--- src/pkg/chan_cfg.svh ---
// Command bytes, status codes and key constants of the parameter channel
`ifndef CHAN_CFG_SVH
`define CHAN_CFG_SVH
`define CMD_POS_RD    8'h42
`define CMD_POS_SET   8'h43
`define CMD_ANA_RD    8'h44
`define CMD_CNT_RD    8'h46
`define CMD_CNT_INC   8'h47
`define CMD_CNT_CLR   8'h49
`define CMD_DATA_RD   8'h4A
`define CMD_DATA_WR   8'h4B
`define CMD_FLD_STAT  8'h4C
`define CMD_FLD_NEW   8'h4D
`define CMD_MEM_FREE  8'h4E
`define CMD_KEY_CHG   8'h4F
`define CMD_STAT_RD   8'h50
`define CMD_MODEL_RD  8'h52
`define CMD_RESET     8'h53
`define CMD_ADDR_SET  8'h55
`define CMD_SER_RD    8'h56
`define CMD_IF_CFG    8'h57
`define ST_OK         8'h00
`define ST_ALIGN      8'h01
`define ST_OFFSET     8'h02
`define ST_PART       8'h03
`define ST_LIMITS     8'h04
`define ST_I2C        8'h05
`define ST_ICSUM      8'h06
`define ST_RESTART    8'h07
`define ST_CNT_OVF    8'h08
`define ST_PARITY     8'h09
`define ST_CSUM       8'h0A
`define ST_UNKNOWN    8'h0B
`define ST_LENGTH     8'h0C
`define ST_ARG        8'h0D
`define ST_WPROT      8'h0E
`define ST_ACCESS     8'h0F
`define ST_SIZE       8'h10
`define ST_WADDR      8'h11
`define ST_NOFIELD    8'h12
`define ST_ANALOG     8'h01
`define ST_SPEED      8'h1F
`define ST_STURN      8'h20
`define ST_MTURN0     8'h21
`define ST_PROC_MON   8'h1C
`define ST_CURRENT    8'h1D
`define ST_TEMP       8'h1E
`define KEY_RESET     8'h55
`endif

--- src/pkg/chan_pkg.sv ---
// Types and the command decode function of the parameter channel
`default_nettype none
package chan_pkg;
  `include "chan_cfg.svh"

  typedef enum logic [4:0] {
    OP_NONE, OP_POS_RD, OP_POS_SET, OP_ANA_RD, OP_CNT_RD, OP_CNT_INC, OP_CNT_CLR,
    OP_DATA_RD, OP_DATA_WR, OP_FLD_STAT, OP_FLD_NEW, OP_MEM_FREE, OP_KEY_CHG,
    OP_STAT_RD, OP_MODEL_RD, OP_RESET, OP_ADDR_SET, OP_SER_RD, OP_IF_CFG
  } op_type;

  // Maps a command byte to its operation; OP_NONE marks an unknown code
  function automatic op_type op_of(input logic [7:0] code);
    case (code)
      `CMD_POS_RD:   op_of = OP_POS_RD;
      `CMD_POS_SET:  op_of = OP_POS_SET;
      `CMD_ANA_RD:   op_of = OP_ANA_RD;
      `CMD_CNT_RD:   op_of = OP_CNT_RD;
      `CMD_CNT_INC:  op_of = OP_CNT_INC;
      `CMD_CNT_CLR:  op_of = OP_CNT_CLR;
      `CMD_DATA_RD:  op_of = OP_DATA_RD;
      `CMD_DATA_WR:  op_of = OP_DATA_WR;
      `CMD_FLD_STAT: op_of = OP_FLD_STAT;
      `CMD_FLD_NEW:  op_of = OP_FLD_NEW;
      `CMD_MEM_FREE: op_of = OP_MEM_FREE;
      `CMD_KEY_CHG:  op_of = OP_KEY_CHG;
      `CMD_STAT_RD:  op_of = OP_STAT_RD;
      `CMD_MODEL_RD: op_of = OP_MODEL_RD;
      `CMD_RESET:    op_of = OP_RESET;
      `CMD_ADDR_SET: op_of = OP_ADDR_SET;
      `CMD_SER_RD:   op_of = OP_SER_RD;
      `CMD_IF_CFG:   op_of = OP_IF_CFG;
      default:       op_of = OP_NONE;
    endcase
  endfunction
endpackage
`default_nettype wire

--- src/pkg/chan_if.sv ---
// Internal carrier between the interpreter, its decoder and its fault encoder
`default_nettype none
interface chan_if;
  import chan_pkg::*;
  logic        cmd_valid;   // Frame arrives
  logic [7:0]  cmd_byte;    // Raw command byte
  logic        op_valid;    // Decoded op ready
  op_type      op;          // Decoded operation
  logic [5:0]  init_flt;    // Initialization faults
  logic [5:0]  pos_flt;     // Position faults
  logic [3:0]  oth_flt;     // Other faults
  logic [7:0]  flt_code;    // Encoded device fault

  modport dec_side (input cmd_valid, cmd_byte, output op_valid, op);
  modport flt_side (input init_flt, pos_flt, oth_flt, output flt_code);
  modport top_side (output cmd_valid, cmd_byte, init_flt, pos_flt, oth_flt,
                    input op_valid, op, flt_code);
endinterface
`default_nettype wire

--- src/rtl/cmd_decode.sv ---
// Registered command byte decoder
`default_nettype none
module cmd_decode (
  input  wire logic clk_sys,      // System clock
  input  wire logic rst_n,        // Async reset, active low
  chan_if.dec_side  bus           // Command in, op out
);
  import chan_pkg::*;

  logic   op_valid_ff;
  logic   nxt_op_valid;
  op_type op_ff;
  op_type nxt_op;

  // Decode in the cycle after arrival so the interpreter sees a settled op
  always_comb
  begin
    nxt_op_valid = bus.cmd_valid;
    nxt_op       = bus.cmd_valid ? op_of(bus.cmd_byte) : OP_NONE;
  end

  always_ff @(posedge clk_sys or negedge rst_n)
  begin
    if (!rst_n)
    begin
      op_valid_ff <= 1'b0;
      op_ff       <= OP_NONE;
    end
    else
    begin
      op_valid_ff <= nxt_op_valid;
      op_ff       <= nxt_op;
    end
  end

  assign bus.op_valid = op_valid_ff;
  assign bus.op       = op_ff;
endmodule
`default_nettype wire

--- src/rtl/fault_encode.sv ---
// Priority encoder turning device fault levels into one status code
`default_nettype none
`include "chan_cfg.svh"
module fault_encode (
  input  wire logic clk_sys,      // System clock
  input  wire logic rst_n,        // Async reset, active low
  chan_if.flt_side  bus           // Fault levels in, code out
);
  import chan_pkg::*;

  localparam int NF = 16;
  // Order sets priority: initialization, then position, then other
  localparam logic [7:0] CODES [NF] = '{
    `ST_ALIGN, `ST_OFFSET, `ST_PART, `ST_LIMITS, `ST_I2C, `ST_ICSUM,
    `ST_ANALOG, `ST_SPEED, `ST_STURN, `ST_MTURN0, `ST_MTURN0 + 8'h01,
    `ST_MTURN0 + 8'h02, `ST_PROC_MON, `ST_CURRENT, `ST_TEMP, `ST_CNT_OVF};

  logic [NF-1:0] flt;
  logic [7:0]    code_ff;
  logic [7:0]    nxt_code;

  assign flt = {bus.oth_flt, bus.pos_flt, bus.init_flt};

  // Lowest set index wins; no fault reports the all-clear code
  always_comb
  begin
    nxt_code = `ST_OK;
    for (int i = NF - 1; i >= 0; i--)
    begin
      if (flt[i])
        nxt_code = CODES[i];
    end
  end

  always_ff @(posedge clk_sys or negedge rst_n)
  begin
    if (!rst_n)
      code_ff <= `ST_OK;
    else
      code_ff <= nxt_code;
  end

  assign bus.flt_code = code_ff;
endmodule
`default_nettype wire

--- src/rtl/param_channel.sv ---
// Command interpreter and status reporting of the encoder parameter channel
`default_nettype none
`include "chan_cfg.svh"
module param_channel #(
  parameter logic [7:0] MODEL_ID = 8'hA5   // Arbitrary model identifier value
) (
  input  wire logic           clk_sys,     // System clock, 100 MHz
  input  wire logic           rst_n,       // Async reset, active low
  input  wire logic           cmd_valid,   // One-cycle frame strobe
  input  wire logic [7:0]     cmd_byte,    // Command byte of the frame
  input  wire logic [7:0]     key_byte,    // Protection key byte of the frame
  input  wire logic [7:0]     arg_byte,    // First argument byte
  input  wire logic           parity_err,  // Frame had a parity error
  input  wire logic           csum_err,    // Frame checksum wrong
  input  wire logic           len_err,     // Wrong data byte count
  input  wire logic           arg_err,     // Argument not allowed
  input  wire logic [4:0]     dmem_err,    // Data-memory error pulses
  input  wire logic           wdog_rst,    // Supervisor restart pulse
  input  wire logic [5:0]     init_flt,    // Initialization fault levels
  input  wire logic [5:0]     pos_flt,     // Position fault levels
  input  wire logic [3:0]     oth_flt,     // Other fault levels
  output logic                exec_ff,     // Execute strobe
  output chan_pkg::op_type    exec_op_ff,  // Operation to execute
  output logic [7:0]          exec_arg_ff, // Argument of executed op
  output logic                resp_ff,     // Response byte strobe
  output logic [7:0]          resp_byte_ff,// Response byte
  output logic [7:0]          status_ff,   // Current status code
  output logic [7:0]          key_ff       // Protection key in force
);
  import chan_pkg::*;

  chan_if ch ();

  // Frame qualifiers held one cycle to line up with the decoded op
  logic       par_q;
  logic       csum_q;
  logic       len_q;
  logic       arg_q;
  logic [7:0] key_q;
  logic [7:0] argb_q;

  // Latched errors and outputs
  logic [7:0] err_ff;
  logic       restart_ff;
  logic [7:0] nxt_err;
  logic       nxt_restart;
  logic       nxt_exec;
  op_type     nxt_exec_op;
  logic [7:0] nxt_exec_arg;
  logic       nxt_resp;
  logic [7:0] nxt_resp_byte;
  logic [7:0] nxt_status;
  logic [7:0] nxt_key;
  logic [7:0] frame_err;
  logic [7:0] dmem_code;
  logic [7:0] cur_status;
  logic       accept;
  logic       stat_read;

  assign ch.cmd_valid = cmd_valid;
  assign ch.cmd_byte  = cmd_byte;
  assign ch.init_flt  = init_flt;
  assign ch.pos_flt   = pos_flt;
  assign ch.oth_flt   = oth_flt;

  cmd_decode u_dec (
    .clk_sys (clk_sys),
    .rst_n   (rst_n),
    .bus     (ch.dec_side)
  );

  fault_encode u_flt (
    .clk_sys (clk_sys),
    .rst_n   (rst_n),
    .bus     (ch.flt_side)
  );

  // Pipeline stage for the frame flags
  always_ff @(posedge clk_sys or negedge rst_n)
  begin
    if (!rst_n)
    begin
      par_q  <= 1'b0;
      csum_q <= 1'b0;
      len_q  <= 1'b0;
      arg_q  <= 1'b0;
      key_q  <= 8'h00;
      argb_q <= 8'h00;
    end
    else
    begin
      par_q  <= parity_err;
      csum_q <= csum_err;
      len_q  <= len_err;
      arg_q  <= arg_err;
      key_q  <= key_byte;
      argb_q <= arg_byte;
    end
  end

  // First failing check of a frame; parity is judged before anything else
  // because a corrupt byte makes every later check meaningless
  always_comb
  begin
    frame_err = `ST_OK;
    if (par_q)
      frame_err = `ST_PARITY;
    else if (csum_q)
      frame_err = `ST_CSUM;
    else if (ch.op == OP_NONE)
      frame_err = `ST_UNKNOWN;
    else if (len_q)
      frame_err = `ST_LENGTH;
    else if (arg_q)
      frame_err = `ST_ARG;
    else if ((ch.op == OP_IF_CFG || ch.op == OP_KEY_CHG) && key_q != key_ff)
      frame_err = `ST_ACCESS;
  end

  // Data-memory error pulses encoded lowest bit first
  always_comb
  begin
    dmem_code = `ST_OK;
    for (int i = 4; i >= 0; i--)
    begin
      if (dmem_err[i])
        dmem_code = `ST_WPROT + 8'(i);
    end
  end

  assign accept     = ch.op_valid && frame_err == `ST_OK;
  assign stat_read  = accept && ch.op == OP_STAT_RD;
  // Latched errors mask device faults until software reads status
  assign cur_status = (err_ff != `ST_OK) ? err_ff :
                      restart_ff ? `ST_RESTART : ch.flt_code;

  // Next state of the interpreter
  always_comb
  begin
    nxt_err       = err_ff;
    nxt_restart   = restart_ff;
    nxt_key       = key_ff;
    nxt_exec      = accept;
    nxt_exec_op   = accept ? ch.op : OP_NONE;
    nxt_exec_arg  = argb_q;
    nxt_resp      = 1'b0;
    nxt_resp_byte = resp_byte_ff;
    // A status read hands over the code and clears the latched errors
    if (stat_read)
    begin
      nxt_err     = `ST_OK;
      nxt_restart = 1'b0;
    end
    // The encoder reset also drops stale errors
    if (accept && ch.op == OP_RESET)
    begin
      nxt_err     = `ST_OK;
      nxt_restart = 1'b0;
    end
    if (accept && ch.op == OP_KEY_CHG)
      nxt_key = argb_q;
    // New events are placed last so a set beats a same-cycle clear
    if (wdog_rst)
      nxt_restart = 1'b1;
    if (dmem_code != `ST_OK)
      nxt_err = dmem_code;
    if (ch.op_valid && frame_err != `ST_OK)
      nxt_err = frame_err;
    case (accept ? ch.op : OP_NONE)
      OP_STAT_RD:
      begin
        nxt_resp      = 1'b1;
        nxt_resp_byte = cur_status;
      end
      OP_MODEL_RD:
      begin
        nxt_resp      = 1'b1;
        nxt_resp_byte = MODEL_ID;
      end
      default:
      begin
        nxt_resp = 1'b0;
      end
    endcase
    nxt_status = cur_status;
  end

  always_ff @(posedge clk_sys or negedge rst_n)
  begin
    if (!rst_n)
    begin
      err_ff       <= `ST_OK;
      restart_ff   <= 1'b0;
      key_ff       <= `KEY_RESET;
      exec_ff      <= 1'b0;
      exec_op_ff   <= OP_NONE;
      exec_arg_ff  <= 8'h00;
      resp_ff      <= 1'b0;
      resp_byte_ff <= 8'h00;
      status_ff    <= `ST_OK;
    end
    else
    begin
      err_ff       <= nxt_err;
      restart_ff   <= nxt_restart;
      key_ff       <= nxt_key;
      exec_ff      <= nxt_exec;
      exec_op_ff   <= nxt_exec_op;
      exec_arg_ff  <= nxt_exec_arg;
      resp_ff      <= nxt_resp;
      resp_byte_ff <= nxt_resp_byte;
      status_ff    <= nxt_status;
    end
  end
endmodule
`default_nettype wire

--- config.mk ---
export PLATFORM = sky130hd
export DESIGN_NAME = param_channel
export DESIGN_NICKNAME = d
export VERILOG_FILES = /design/src/pkg/chan_pkg.sv /design/src/pkg/chan_if.sv /design/src/rtl/cmd_decode.sv /design/src/rtl/fault_encode.sv /design/src/rtl/param_channel.sv
export VERILOG_INCLUDE_DIRS = /design/src /design/src/pkg
export SDC_FILE = /design/constraint.sdc
export NUM_CORES = 1
export LEC_CHECK = 0
export ABC_AREA = 1
export BUFFER_PORTS_ARGS = -buffer_cell sky130_fd_sc_hd__buf_2
export CELL_PAD_IN_SITES_DETAIL_PLACEMENT = 1
export CELL_PAD_IN_SITES_GLOBAL_PLACEMENT = 2
export CORE_MARGIN = 2
export CORE_UTILIZATION = 30
export CTS_CLUSTER_DIAMETER = 60
export DETAILED_ROUTE_END_ITERATION = 10
export PLACE_DENSITY_LB_ADDON = 0.1
export SYNTH_ARGS = -nofsm -noshare
export SYNTH_HDL_FRONTEND = slang
export SYNTH_SLANG_ARGS = --single-unit
--- constraint.sdc ---
create_clock -name clk_sys -period 1.7 [get_ports clk_sys]
set_input_delay 0.51 -clock clk_sys [delete_from_list [all_inputs] [get_ports clk_sys]]
set_output_delay 0.51 -clock clk_sys [all_outputs]
set_load 0.01 [all_outputs]
==> results.json <==
{
  "period_share_pct": 106,
  "violations": "setup timing",
  "via_count": 2691,
  "placed_cell_area_um2": 3990,
  "routed_via_density": 4.33,
  "cts_buffers": 9,
  "drc": 0,
  "syn_to_final_growth_pct": 31.4,
  "first_pass_iters": 4,
  "grt_usage_pct": 15.5,
  "critPathLaunchType": "register",
  "start_util_pct": 30.5,
  "synth-edff-count": 0,
  "totalWireLength_um": 8390,
  "yosysSeqAreaShare_pct": 56.9,
  "arrival_ns": 2.09,
  "fin_crit_ns": 1.80,
  "cts-root-buf": "clkbuf_8",
  "status": "complete, but fails checks",
  "rows": 38,
  "p_per_area_nw_per_um2": 840,
  "end_kind": "register",
  "ys_ff_latch": 74,
  "p_leak_nw": 2.30,
  "cp_max_fo": 5,
  "stdcell_area_um2": 4290,
  "skew_ns": 0.0119,
  "drt-wirelength-per-cell_um": 13.5,
  "path_class": "reg -> reg",
  "path_clk_slew_ns": 0.08,
  "die_w_um": 108,
  "die_area_um2": 11700,
  "cts_tree": "built",
  "critical_path_required_ns": 1.98,
  "grt_overflow": 0,
  "insertedDiodeCount": 0,
  "report.final.slew_viol_count": 0,
  "hold_path.class": "in -> async",
  "hold_viol": 0,
  "fp.coreArea_um2": 10700,
  "instances_no_fill": 622,
  "ys_types": 35,
  "synth_top_flop_cell": "dfrtp_1",
  "max-vdd-ir-drop_mv": 0.319,
  "grt_max_degree": 75,
  "grt_pass1_vias": 2800,
  "setup_viol": 22,
  "cts_max_level": 3,
  "clk_path_buf_depth": 2,
  "synth-async-reset-ratio_pct": 100,
  "clock_sinks": 74,
  "drive_above_1_share_pct": 33.8,
  "antenna_found_initial": 0,
  "max_freq_ghz": 0.554,
  "synthCells": 360,
  "dpl.hpwl_um": 6530,
  "avgSynthCellArea_um2": 9.06,
  "rsz0062_at_grt": "true",
  "postLayoutCoreUtil_pct": 40.1,
  "synthesis.area_um2": 3260,
  "place_congestion": 0.772,
  "yosys_warnings": 0,
  "die_h_um": 108,
  "detail-route-antenna-nets": 0,
  "setup_ws_ns": -0.104,
  "drv_cap": 0,
  "setup-tns-final_ns": -1.71,
  "grt_pass1_wl_um": 13800,
  "port_buffers": 88,
  "ios": 92,
  "ff2ff_setup_slack_ns": -0.10,
  "power_mw": 3.60,
  "fin_nets": 530,
  "clk_latency_ns": 0.35,
  "drt_iter0_drc": 61,
  "placedCellCount": 603
}
==> path summary, 6_finish.rpt <==
| kind | start | to | depth (start not counted) |
|---|---|---|---|
| setup / recovery | key_ff[2] | err_ff[3] | 9 |
| hold / removal | rst_n | key_q[7] | 2 |
| setup reg to reg | key_ff[2] | err_ff[3] | 9 |
| hold reg to reg | argb_q[1] | exec_arg_ff[1] | 0 |
| max in group asynchronous | rst_n | key_ff[0] | 2 |
| min in group clk_sys | arg_byte[3] | argb_q[3] | 1 |
==> through the flow <==
stage	hold slack [ns]	setup slack, ns
after floorplan	0.214	0.0838
after global placement	0.368	-0.133
after detailed placement	0.377	-0.179
after CTS	0.190	-0.0652
after global routing	0.203	-0.225
final	0.190	-0.104
==> sequential cells by signal, indices dropped and copies added, names as in the netlist, 5 cells and up <==
register            cells
u_flt.bus.flt_code      6
u_dec.bus.op            5
err_ff                  5
resp_byte_ff            7
key_q                   8
argb_q                  8
exec_op_ff              5
status_ff               6
exec_arg_ff             8
key_ff                  8
==> area by class of cell <==
| type | instances | area [um^2] |
|---|---|---|
| clock buffer | 11 | 131 |
| inverter | 56 | 210 |
| tap | 140 | 175 |
| sequential | 74 | 1860 |
| clock inverter | 5 | 78.8 |
| fill | 1321 | 6410 |
| timing repair buffer | 108 | 607 |
| multi-input combinational | 228 | 1230 |
==> where the power goes <==
part,switching (mW),internal [mW]
clock,0.640,0.826
sequential,0.0330,1.82
combinational,0.175,0.111
total,0.849,2.75
==> worst max-delay path, stage by stage, from the launching register on <==
cell and delay, ns:
dfstp_2 0.56, xnor2_2 0.10, nand2_1 0.07, nor2_2 0.16
nand2_2 0.10, nand2_4 0.11, nand3_4 0.10, a21oi_2 0.34
nand3_2 0.12, nand2_2 0.07
==> routing by layer <==
layer | wire, um | track usage, % | vias to the layer above
li1 | - | - | 1368
met1 | 3810 | 20.0 | 1256
met2 | 4070 | 24.8 | 58
met3 | 385 | 3.13 | 9
met4 | 119 | 7.42 | 0
met5 | 0 | 0 | -
==> cells in the mapped netlist, types with 4 or more instances <==
cell | instances | share of area, %
nand2_4 | 6 | 2.1
nor2_1 | 37 | 4.3
o211ai_1 | 4 | 0.92
nor4_1 | 4 | 0.77
o21ai_0 | 10 | 1.5
a21oi_1 | 14 | 2.1
nand2_1 | 90 | 10
dfstp_2 | 4 | 3.2
nor3_1 | 8 | 1.2
inv_1 | 52 | 6.0
nand3_1 | 22 | 3.4
dfrtp_1 | 70 | 54
==> timing repair <==
item                       4_1_cts  5_1_grt
setup buffers                    0        3
hold buffers                     0        0
resized for setup                7       10
pin swaps                        5        9
setup endpoints to repair       22       23
==> logic make-up after synthesis <==
family	count (synthesis)	synth area share [%]
compound gates	42	7.87
xor+xnor	3	0.806
buf+inv	60	7.48
flops	74	56.9
other cells	1	0.115
simple gates	180	26.8
==> cell usage in the layout (no fill, tap or decap), types with 2 or more instances in the layout <==
master     count
buf_2         88
clkbuf_8       9
nor2_2         2
conb_1         3
a31oi_1        3
nand2_2        9
o21ai_0       10
dfrtp_1       70
o21bai_1       3
inv_2          3
nand2_4        6
nand3_1       19
bufinv_16      2
xnor2_1        2
buf_4         18
nor2_1        35
o211ai_1       4
nor3_1         8
a21oi_1       14
clkinv_2       2
nand4_1        3
nor2_4         3
clkbuf_1       2
nor2_8         2
nand2_1       82
inv_1         52
nor4_1         4
nand3_2        4
dfstp_2        4
a31o_2         2
No activity file was read; power rests on OpenSTA's default activity.
